**config.mk**
```make
export PLATFORM = sky130hd
export DESIGN_NAME = freq_detector
export DESIGN_NICKNAME = d
export VERILOG_FILES = /design/src/freq_detector.v
export VERILOG_INCLUDE_DIRS = /design/src /design/src/src
export SDC_FILE = /design/constraint.sdc
export NUM_CORES = 1
export LEC_CHECK = 0
export BUFFER_PORTS_ARGS = -buffer_cell sky130_fd_sc_hd__buf_2
export CORE_MARGIN = 4
export CORE_UTILIZATION = 54
export CTS_CLUSTER_SIZE = 14
export DETAILED_ROUTE_END_ITERATION = 8
export PLACE_DENSITY = 0.91
export SYNTH_ARGS = -nofsm -noshare
export SYNTH_HDL_FRONTEND = slang
export SYNTH_SLANG_ARGS = --single-unit
```
**constraint.sdc**
```tcl
create_clock -name aclk -period 4.15 [get_ports aclk]
set_input_delay 0.2075 -clock aclk [delete_from_list [all_inputs] [get_ports aclk]]
set_output_delay 0.2075 -clock aclk [all_outputs]
set_load 0.02 [all_outputs]
```
**src/ofd_consts.vh**
```
// Purpose: Constants of the oscillation frequency detector register block
// Assumes: AXI4-Lite, 32-bit data, byte addresses
// Notes:   Offsets are byte addresses within the block
`ifndef OFD_CONSTS_VH
`define OFD_CONSTS_VH

// Register offsets
`define OFD_ADDR_W          6
`define OFD_KEY_OFS         6'h00
`define OFD_DET_EN_OFS      6'h04
`define OFD_LOW0_OFS        6'h08
`define OFD_LOW1_OFS        6'h0C
`define OFD_UP0_OFS         6'h10
`define OFD_UP1_OFS         6'h14
`define OFD_RSTCTL_OFS      6'h18
`define OFD_STAT_OFS        6'h1C
`define OFD_MON_OFS         6'h20
`define OFD_IRQ_STAT_OFS    6'h24
`define OFD_IRQ_MASK_OFS    6'h28

// Codes and reset values
`define OFD_KEY_UNLOCK      8'hF9
`define OFD_KEY_LOCK        8'h06
`define OFD_DET_ON          8'hE4
`define OFD_DET_OFF         8'h00
`define OFD_LIM_W           9
`define OFD_LIM_RST         9'h000
`define OFD_RSTEN_RST       1'h1
`define OFD_MON_RST         1'h1

// Status and interrupt bit positions
`define OFD_STAT_ERR_BIT    0
`define OFD_STAT_STOP_BIT   1
`define OFD_EV_W            2
`define OFD_EV_ERR_BIT      0
`define OFD_EV_WIN_BIT      1

// Measurement
`define OFD_WIN_W           8
`define OFD_WIN_LAST        8'hFF
`define OFD_CNT_W           12
`define OFD_CNT_MAX         12'hFFF
`define OFD_CNT_SHIFT       2
`define OFD_WARM_W          2
`define OFD_WARM_DONE       2'h2

// Bus responses
`define AXI_RESP_OKAY       2'h0
`define AXI_RESP_SLVERR     2'h2

`endif

```
**src/freq_detector.v**
```verilog
// Purpose: Register block and window measurement of a frequency detector
// Assumes: Reference and target clocks arrive as pins, sampled on aclk
// Notes:   One write and one read in flight; either order of aw and w
//
// Our own choices: the register offsets and the AXI4-Lite interface to the registers.

`include "ofd_consts.vh"

// Function
// - Internal upper limit, nine bits low
// - External upper limit, nine bits low
// - Internal upper limit frozen while running
// - External upper limit frozen while running
// - Reset request enable, resets to one
// - Reset control frozen while running
// - Status bit1 zero running, one stopped; the code holds it at one for the first two windows after enable
// - Status bit0 error flag, resets zero
// - Monitor zero checks selected oscillator
// - Monitor one checks external, resets one
// - Writes other than key and interrupt status need unlock key; others relock
// - Runs only with enable code written
// - Out-of-limit result with enable requests reset
// - One measurement per 256 reference periods
module freq_detector (
  // Clock, reset, enable
  input  wire        aclk,
  input  wire        aresetn,
  input  wire        clk_en,
  // AXI4-Lite write address
  input  wire [31:0] s_axi_awaddr,
  input  wire        s_axi_awvalid,
  output wire        s_axi_awready,
  // AXI4-Lite write data
  input  wire [31:0] s_axi_wdata,
  input  wire [3:0]  s_axi_wstrb,
  input  wire        s_axi_wvalid,
  output wire        s_axi_wready,
  // AXI4-Lite write response
  output wire [1:0]  s_axi_bresp,
  output wire        s_axi_bvalid,
  input  wire        s_axi_bready,
  // AXI4-Lite read address
  input  wire [31:0] s_axi_araddr,
  input  wire        s_axi_arvalid,
  output wire        s_axi_arready,
  // AXI4-Lite read data
  output wire [31:0] s_axi_rdata,
  output wire [1:0]  s_axi_rresp,
  output wire        s_axi_rvalid,
  input  wire        s_axi_rready,
  // Clock pins and oscillator selection
  input  wire        ref_clk_pin,
  input  wire        internal_oscillator_one,
  input  wire        external_oscillator,
  input  wire        osc_select_external,
  // Results
  output wire        reset_request,
  output wire        irq
);

  // Merge write data into a register by byte strobe
  function [31:0] merge;
    input [31:0] old_v;
    input [31:0] new_v;
    input [3:0]  strb;
    integer      i;
    begin
      merge = old_v;
      for (i = 0; i < 4; i = i + 1) begin
        if (strb[i]) begin
          merge[i*8 +: 8] = new_v[i*8 +: 8];
        end
      end
    end
  endfunction

  // Offset is one of the mapped registers
  function mapped;
    input [`OFD_ADDR_W-1:0] a;
    begin
      case (a)
        `OFD_KEY_OFS, `OFD_DET_EN_OFS, `OFD_LOW0_OFS, `OFD_LOW1_OFS,
        `OFD_UP0_OFS, `OFD_UP1_OFS, `OFD_RSTCTL_OFS, `OFD_STAT_OFS,
        `OFD_MON_OFS, `OFD_IRQ_STAT_OFS, `OFD_IRQ_MASK_OFS: begin
          mapped = 1'b1;
        end
        default: begin
          mapped = 1'b0;
        end
      endcase
    end
  endfunction

  // Bus state
  reg                   awready_ff;
  reg                   wready_ff;
  reg                   bvalid_ff;
  reg [1:0]             bresp_ff;
  reg                   arready_ff;
  reg                   rvalid_ff;
  reg [31:0]            rdata_ff;
  reg [1:0]             rresp_ff;
  reg                   aw_held_ff;
  reg                   w_held_ff;
  reg [`OFD_ADDR_W-1:0] waddr_ff;
  reg [31:0]            wdata_ff;
  reg [3:0]             wstrb_ff;
  reg                   wbad_ff;

  // Registers
  reg [7:0]             key_ff;
  reg [7:0]             det_en_ff;
  reg [`OFD_LIM_W-1:0]  low0_ff;
  reg [`OFD_LIM_W-1:0]  low1_ff;
  reg [`OFD_LIM_W-1:0]  internal_upper_limit_ff;
  reg [`OFD_LIM_W-1:0]  external_upper_limit_ff;
  reg                   reset_request_enable_ff;
  reg                   monitor_target_select_ff;
  reg                   frequency_error_flag_ff;
  reg                   detector_stopped_flag_ff;
  reg [`OFD_EV_W-1:0]   irq_stat_ff;
  reg [`OFD_EV_W-1:0]   irq_mask_ff;
  reg                   irq_ff;
  reg                   reset_request_ff;

  // Pin synchronisers and edge history
  reg [2:0]             ref_sync_ff;
  reg [2:0]             int_sync_ff;
  reg [2:0]             ext_sync_ff;

  // Measurement
  reg [`OFD_WIN_W-1:0]  win_cnt_ff;
  reg [`OFD_CNT_W-1:0]  tgt_cnt_ff;
  reg [`OFD_WARM_W-1:0] warm_ff;

  wire running = (det_en_ff == `OFD_DET_ON);
  wire unlocked = (key_ff == `OFD_KEY_UNLOCK);
  wire cfg_ok = unlocked && !running;

  // Write commit when address and data are both held
  wire do_write = aw_held_ff && w_held_ff && !bvalid_ff;
  wire [31:0] wval = merge(32'h00000000, wdata_ff, wstrb_ff);
  // Byte-merged limit values, cut to the field below
  wire [31:0] low0_m = merge({23'h000000, low0_ff}, wdata_ff, wstrb_ff);
  wire [31:0] low1_m = merge({23'h000000, low1_ff}, wdata_ff, wstrb_ff);
  wire [31:0] up0_m  = merge({23'h000000, internal_upper_limit_ff},
                             wdata_ff, wstrb_ff);
  wire [31:0] up1_m  = merge({23'h000000, external_upper_limit_ff},
                             wdata_ff, wstrb_ff);
  wire do_read = s_axi_arvalid && arready_ff;
  wire [`OFD_ADDR_W-1:0] raddr = s_axi_araddr[`OFD_ADDR_W-1:0];
  wire rbad = (s_axi_araddr[31:`OFD_ADDR_W] != 26'h0000000) ||
              !mapped(raddr);

  // Target selection
  wire use_ext = monitor_target_select_ff || osc_select_external;
  wire ref_edge = ref_sync_ff[1] && !ref_sync_ff[2];
  wire tgt_edge = use_ext ? (ext_sync_ff[1] && !ext_sync_ff[2])
                          : (int_sync_ff[1] && !int_sync_ff[2]);
  wire win_end = running && ref_edge && (win_cnt_ff == `OFD_WIN_LAST);
  wire [`OFD_LIM_W-1:0] up_lim = use_ext ? external_upper_limit_ff
                                         : internal_upper_limit_ff;
  wire [`OFD_LIM_W-1:0] low_lim = use_ext ? low1_ff : low0_ff;
  wire [`OFD_CNT_W-1:0] scaled = tgt_cnt_ff >> `OFD_CNT_SHIFT;
  wire out_of_range = (scaled > {3'h0, up_lim}) ||
                      (scaled < {3'h0, low_lim});
  wire judge = win_end && (warm_ff == `OFD_WARM_DONE);
  wire [`OFD_EV_W-1:0] events;
  assign events[`OFD_EV_ERR_BIT] = judge && out_of_range;
  assign events[`OFD_EV_WIN_BIT] = judge;

  // Read data mux
  reg [31:0] rmux;
  always @* begin
    rmux = 32'h00000000;
    case (raddr)
      `OFD_KEY_OFS:      rmux[7:0] = key_ff;
      `OFD_DET_EN_OFS:   rmux[7:0] = det_en_ff;
      `OFD_LOW0_OFS:     rmux[`OFD_LIM_W-1:0] = low0_ff;
      `OFD_LOW1_OFS:     rmux[`OFD_LIM_W-1:0] = low1_ff;
      `OFD_UP0_OFS:      rmux[`OFD_LIM_W-1:0] = internal_upper_limit_ff;
      `OFD_UP1_OFS:      rmux[`OFD_LIM_W-1:0] = external_upper_limit_ff;
      `OFD_RSTCTL_OFS:   rmux[0] = reset_request_enable_ff;
      `OFD_STAT_OFS: begin
        rmux[`OFD_STAT_ERR_BIT] = frequency_error_flag_ff;
        rmux[`OFD_STAT_STOP_BIT] = detector_stopped_flag_ff;
      end
      `OFD_MON_OFS:      rmux[0] = monitor_target_select_ff;
      `OFD_IRQ_STAT_OFS: rmux[`OFD_EV_W-1:0] = irq_stat_ff;
      `OFD_IRQ_MASK_OFS: rmux[`OFD_EV_W-1:0] = irq_mask_ff;
      default:           rmux = 32'h00000000;
    endcase
  end

  // Bus channels
  always @(posedge aclk) begin
    if (!aresetn) begin
      awready_ff <= 1'b0;
      wready_ff  <= 1'b0;
      bvalid_ff  <= 1'b0;
      bresp_ff   <= `AXI_RESP_OKAY;
      arready_ff <= 1'b0;
      rvalid_ff  <= 1'b0;
      rdata_ff   <= 32'h00000000;
      rresp_ff   <= `AXI_RESP_OKAY;
      aw_held_ff <= 1'b0;
      w_held_ff  <= 1'b0;
      waddr_ff   <= {`OFD_ADDR_W{1'b0}};
      wdata_ff   <= 32'h00000000;
      wstrb_ff   <= 4'h0;
      wbad_ff    <= 1'b0;
    end else if (clk_en) begin
      awready_ff <= !aw_held_ff && !(s_axi_awvalid && awready_ff) &&
                    !bvalid_ff;
      wready_ff  <= !w_held_ff && !(s_axi_wvalid && wready_ff) &&
                    !bvalid_ff;
      if (s_axi_awvalid && awready_ff) begin
        aw_held_ff <= 1'b1;
        waddr_ff   <= s_axi_awaddr[`OFD_ADDR_W-1:0];
        wbad_ff    <= (s_axi_awaddr[31:`OFD_ADDR_W] != 26'h0000000) ||
                      !mapped(s_axi_awaddr[`OFD_ADDR_W-1:0]);
      end
      if (s_axi_wvalid && wready_ff) begin
        w_held_ff <= 1'b1;
        wdata_ff  <= s_axi_wdata;
        wstrb_ff  <= s_axi_wstrb;
      end
      if (do_write) begin
        aw_held_ff <= 1'b0;
        w_held_ff  <= 1'b0;
        bvalid_ff  <= 1'b1;
        bresp_ff   <= wbad_ff ? `AXI_RESP_SLVERR : `AXI_RESP_OKAY;
      end else if (bvalid_ff && s_axi_bready) begin
        bvalid_ff <= 1'b0;
      end
      arready_ff <= !rvalid_ff && !do_read;
      if (do_read) begin
        rvalid_ff <= 1'b1;
        rdata_ff  <= rbad ? 32'h00000000 : rmux;
        rresp_ff  <= rbad ? `AXI_RESP_SLVERR : `AXI_RESP_OKAY;
      end else if (rvalid_ff && s_axi_rready) begin
        rvalid_ff <= 1'b0;
      end
    end
  end

  // Register writes
  always @(posedge aclk) begin
    if (!aresetn) begin
      key_ff                   <= `OFD_KEY_LOCK;
      det_en_ff                <= `OFD_DET_OFF;
      low0_ff                  <= `OFD_LIM_RST;
      low1_ff                  <= `OFD_LIM_RST;
      internal_upper_limit_ff  <= `OFD_LIM_RST;
      external_upper_limit_ff  <= `OFD_LIM_RST;
      reset_request_enable_ff  <= `OFD_RSTEN_RST;
      monitor_target_select_ff <= `OFD_MON_RST;
      irq_mask_ff              <= {`OFD_EV_W{1'b0}};
    end else if (clk_en && do_write && !wbad_ff) begin
      case (waddr_ff)
        `OFD_KEY_OFS: begin
          if (wstrb_ff[0]) begin
            key_ff <= (wval[7:0] == `OFD_KEY_UNLOCK) ?
                      `OFD_KEY_UNLOCK : `OFD_KEY_LOCK;
          end
        end
        `OFD_DET_EN_OFS: begin
          if (unlocked && wstrb_ff[0] &&
              (wval[7:0] == `OFD_DET_ON ||
               wval[7:0] == `OFD_DET_OFF)) begin
            det_en_ff <= wval[7:0];
          end
        end
        `OFD_LOW0_OFS: begin
          if (cfg_ok) begin
            low0_ff <= low0_m[`OFD_LIM_W-1:0];
          end
        end
        `OFD_LOW1_OFS: begin
          if (cfg_ok) begin
            low1_ff <= low1_m[`OFD_LIM_W-1:0];
          end
        end
        `OFD_UP0_OFS: begin
          if (cfg_ok) begin
            internal_upper_limit_ff <= up0_m[`OFD_LIM_W-1:0];
          end
        end
        `OFD_UP1_OFS: begin
          if (cfg_ok) begin
            external_upper_limit_ff <= up1_m[`OFD_LIM_W-1:0];
          end
        end
        `OFD_RSTCTL_OFS: begin
          if (cfg_ok && wstrb_ff[0]) begin
            reset_request_enable_ff <= wval[0];
          end
        end
        `OFD_MON_OFS: begin
          if (cfg_ok && wstrb_ff[0]) begin
            monitor_target_select_ff <= wval[0];
          end
        end
        `OFD_IRQ_MASK_OFS: begin
          if (unlocked && wstrb_ff[0]) begin
            irq_mask_ff <= wval[`OFD_EV_W-1:0];
          end
        end
        default: begin
          key_ff <= key_ff;
        end
      endcase
    end
  end

  // Pin synchronisers and window measurement
  always @(posedge aclk) begin
    if (!aresetn) begin
      ref_sync_ff <= 3'h0;
      int_sync_ff <= 3'h0;
      ext_sync_ff <= 3'h0;
      win_cnt_ff  <= {`OFD_WIN_W{1'b0}};
      tgt_cnt_ff  <= {`OFD_CNT_W{1'b0}};
      warm_ff     <= {`OFD_WARM_W{1'b0}};
    end else if (clk_en) begin
      ref_sync_ff <= {ref_sync_ff[1:0], ref_clk_pin};
      int_sync_ff <= {int_sync_ff[1:0], internal_oscillator_one};
      ext_sync_ff <= {ext_sync_ff[1:0], external_oscillator};
      if (!running) begin
        win_cnt_ff <= {`OFD_WIN_W{1'b0}};
        tgt_cnt_ff <= {`OFD_CNT_W{1'b0}};
        warm_ff    <= {`OFD_WARM_W{1'b0}};
      end else if (win_end) begin
        win_cnt_ff <= {`OFD_WIN_W{1'b0}};
        tgt_cnt_ff <= {`OFD_CNT_W{1'b0}};
        if (warm_ff != `OFD_WARM_DONE) begin
          warm_ff <= warm_ff + 2'h1;
        end
      end else begin
        if (ref_edge) begin
          win_cnt_ff <= win_cnt_ff + 8'h01;
        end
        if (tgt_edge && tgt_cnt_ff != `OFD_CNT_MAX) begin
          tgt_cnt_ff <= tgt_cnt_ff + 12'h001;
        end
      end
    end
  end

  // Status, interrupt and reset request
  always @(posedge aclk) begin
    if (!aresetn) begin
      frequency_error_flag_ff  <= 1'b0;
      detector_stopped_flag_ff <= 1'b1;
      irq_stat_ff              <= {`OFD_EV_W{1'b0}};
      irq_ff                   <= 1'b0;
      reset_request_ff         <= 1'b0;
    end else if (clk_en) begin
      detector_stopped_flag_ff <= !(running &&
                                    warm_ff == `OFD_WARM_DONE);
      if (!running) begin
        frequency_error_flag_ff <= 1'b0;
      end else if (judge) begin
        frequency_error_flag_ff <= out_of_range;
      end
      if (do_write && !wbad_ff && waddr_ff == `OFD_IRQ_STAT_OFS &&
          wstrb_ff[0]) begin
        irq_stat_ff <= (irq_stat_ff & ~wval[`OFD_EV_W-1:0]) | events;
      end else begin
        irq_stat_ff <= irq_stat_ff | events;
      end
      irq_ff <= |(irq_stat_ff & irq_mask_ff);
      reset_request_ff <= running && reset_request_enable_ff &&
                          frequency_error_flag_ff;
    end
  end

  assign s_axi_awready = awready_ff;
  assign s_axi_wready  = wready_ff;
  assign s_axi_bvalid  = bvalid_ff;
  assign s_axi_bresp   = bresp_ff;
  assign s_axi_arready = arready_ff;
  assign s_axi_rvalid  = rvalid_ff;
  assign s_axi_rdata   = rdata_ff;
  assign s_axi_rresp   = rresp_ff;
  assign reset_request = reset_request_ff;
  assign irq           = irq_ff;

endmodule // freq_detector

```
==> impl_metrics.ini <==
[run_status]
status = complete, no violations

[grt]
grt_usage = 0.273
grtUsageMet3 = 0.0751
first_global_vias = 5982
use_met2 = 0.451
met1_usage = 0.325
grt_most_used_layer = met2
grt.overflow.total = 0
grt_pass1_wl_um = 29300
grt_max_degree = 84
grt_antenna_before_repair = 0

[finish]
drive_above_1_share = 0.190
n_fill_cell = 870
area_delta_synth_final_pct = 17.2
final_nets = 964
final_cells = 987
n_antenna_cell = 0
finish.instance_area_um2 = 7510

[synth]
synth-edff-count = 0
ys_warn_count = 0
synth_common_cells = dfxtp_1 (123), nor2_1 (88), mux2i_1 (76)
yosys_register_bits = 123
synthCells = 739
synth_top_area_cell = dfxtp_1
yosysMostFrequentCell = dfxtp_1
synthDistinctLibCells = 63
async_flop_share = 0
netlist_top_cells_area = dfxtp_1 (38%), mux2i_1 (12%), nor2_1 (5.2%)
synth-main-ff-cell = dfxtp_1
avgSynthCellArea_um2 = 8.67
yosysSeqAreaShare = 0.384
synth_top_area_frac = 0.384
synth_area_um2 = 6400

[critical_path]
crit_type = flop to flop
reg2reg_depth = 8
r2r_start = monitor_target_select_ff$_SDFFE_PN1P_
cp.arrival_ns = 3.83
r2r_end = frequency_error_flag_ff$_SDFFE_PN0P_
cpPeakStageDelay_ns = 0.80
crit_required_ns = 4.41
path_common_cell = a2111oi_0
startpoint_type = flop
reg2reg_slack_ns = 0.57
crit_slowest_cell = a2111oi_0
crit_path_cell_trace = nor2_4, mux2i_1, ha_1, a21oi_1, o21ai_0, a2111oi_0, a22oi_1, a2111oi_0
end_kind = flop
crit_buf_inv = 0
path_max_fanout = 19
critical_path.top_delay_family = compound AO/OA/AOI/OAI gates

[worst_hold_path]
hp-class = input pin to flop
hp-start = s_axi_wstrb[0]
whs_path_depth = 3
min_to = wstrb_ff[0]$_SDFFE_PN0P_

[job]
drv_cap = 0

[die]
dieWidth_um = 117
core_um2 = 11500
start_util = 0.556
io_pins = 155
rows = 39
die_h_um = 117
dieArea_um2 = 13700

[sta]
setup_viol = 0
drv_slew = 0
fmax_mhz = 279
fin_worst_skew_ns = 0.00857
worstMarginPinSlew_ns = 1.23
setup_tns_ns = 0
rsz0062_at_grt = no
period_needed_ns = 3.58
finalHoldViolations = 0
slew_headroom = 0.170
fin_crit_sh = 0.863

[clocking]
cts_max_level = 4
path_clk_slew_ns = 0.06
clockBufferDepth = 2
worstSkewPairLatency_ns = 0.42
numCtsBuffers = 17
cts_resized = 0
tritoncts = built
ctsHoldBuffers = 0
clkSinkCount = 123
postCtsSetupBuffers = 0
cts-root-buf = clkbuf_16

[power]
powerDensity_nw_per_um2 = 385
ir_worst_vdd_v = 0.000311
p_leak_uw = 0.00306
total_power_uw = 2890

[place]
placed_cells = 956
dp_hpwl_um = 12100
io_buffer_count = 104
globalplace.congestion = 0.912
place_area_um2 = 6910

[routing]
drc = 0
ant_nets = 0
vias_per_cell = 6.37
num_vias = 6291
dr.pass1.iters = 6
avgRoutedWirePerCell_um = 19.0
routed_wl_um = 18700
drt-initial-drc-count = 685
[how the worst max path moves through the flow]
stage	startpoint	end	slack, ns	cells past startpoint
global route	monitor_target_select_ff$_SDFFE_PN1P_	frequency_error_flag_ff$_SDFFE_PN0P_	0.48	8
CTS	monitor_target_select_ff$_SDFFE_PN1P_	frequency_error_flag_ff$_SDFFE_PN0P_	0.64	8
finish	monitor_target_select_ff$_SDFFE_PN1P_	frequency_error_flag_ff$_SDFFE_PN0P_	0.57	8
global placement	monitor_target_select_ff$_SDFFE_PN1P_	frequency_error_flag_ff$_SDFFE_PN0P_	1.20	8
floorplan	monitor_target_select_ff$_SDFFE_PN1P_	frequency_error_flag_ff$_SDFFE_PN0P_	1.18	9
detailed placement	monitor_target_select_ff$_SDFFE_PN1P_	frequency_error_flag_ff$_SDFFE_PN0P_	1.07	8
[area by class of cell]
type | instances | area [um2] | area share
clock buffers | 17 | 425 | 0.0567
clock inverters | 14 | 173 | 0.0230
inverters | 14 | 52.6 | 0.00700
multi-input cells | 569 | 3670 | 0.489
flip-flops and latches | 123 | 2460 | 0.328
well taps | 143 | 179 | 0.0238
repair buffers | 107 | 543 | 0.0723
[metal layers]
layer / vias up / routed length [um]
li1: 2828 / -
met1: 2922 / 6990
met2: 447 / 9020
met3: 94 / 1900
met4: 0 / 804
met5: - / 0
[per-stage QoR]
| step | util | hold slack (ns) | setup WS [ns] |
|---|---|---|---|
| finish | 0.652 | 0.0277 | 0.570 |
| global route | 0.652 | 0.0272 | 0.478 |
| CTS | 0.652 | 0.0241 | 0.640 |
| detailed placement | 0.600 | 0.450 | 1.07 |
| global placement | 0.600 | 0.442 | 1.20 |
| floorplan | - | 0.343 | 1.18 |
[power breakdown]
group	total, uW	internal (uW)	leakage [uW]	switching, uW
registers	1210	1190	0.000994	15.6
clock network	1500	942	0.000278	561
logic	174	60.4	0.00179	113
[sequential cells by signal, indices dropped and copies added, names as in the netlist, 2 cells and up]
name                     count
key_ff                       2
warm_ff                      2
low1_ff                      9
s_axi_rdata                  9
external_upper_limit_ff      9
irq_stat_ff                  2
tgt_cnt_ff                  12
wstrb_ff                     2
ext_sync_ff                  3
wdata_ff                     9
internal_upper_limit_ff      9
low0_ff                      9
waddr_ff                     6
det_en_ff                    8
irq_mask_ff                  2
int_sync_ff                  3
win_cnt_ff                   8
ref_sync_ff                  3
[worst reg2reg max path, delay by kind of cell (launching register included)]
family,cells,cell delay (ns)
AOI/OAI and AO/OA,5,1.80
and+or+nand+nor,1,0.62
DFF,1,0.36
muxes,1,0.34
adders and majority gates,1,0.29
[layout by cell type, fill, tap and decap left out, drive strengths merged, types with 4 or more instances in the layout]
| master | instances |
|---|---|
| dfxtp | 123 |
| or4b | 7 |
| mux2 | 5 |
| nand3b | 4 |
| conb | 25 |
| or3 | 15 |
| a211oi | 5 |
| a22oi | 5 |
| and3 | 14 |
| nor4 | 19 |
| and2 | 5 |
| a222oi | 4 |
| and4 | 4 |
| nor2 | 89 |
| nor3 | 19 |
| a21oi | 48 |
| clkbuf | 17 |
| clkinv | 5 |
| nor2b | 7 |
| mux2i | 76 |
| nand4 | 16 |
| a2bb2oi | 4 |
| buf | 107 |
| nand3 | 19 |
| nand2 | 75 |
| a21o | 4 |
| o21ai | 27 |
| a2111oi | 5 |
| ha | 20 |
| clkinvlp | 5 |
| inv | 15 |
[logic make-up (layout without fill, tap and decap cells)]
group,after synthesis,in the layout,synth area share
adder cells (fa/ha/maj),20,20,0.0391
multiplexers,84,84,0.138
other,1,25,0.000585
buffers and inverters,71,152,0.0565
flip-flops,123,123,0.384
AO/OA/AOI/OAI,126,126,0.126
AND/OR/NAND/NOR,308,308,0.247
XOR/XNOR,6,6,0.00821
Power figures use the tool's default switching activity.
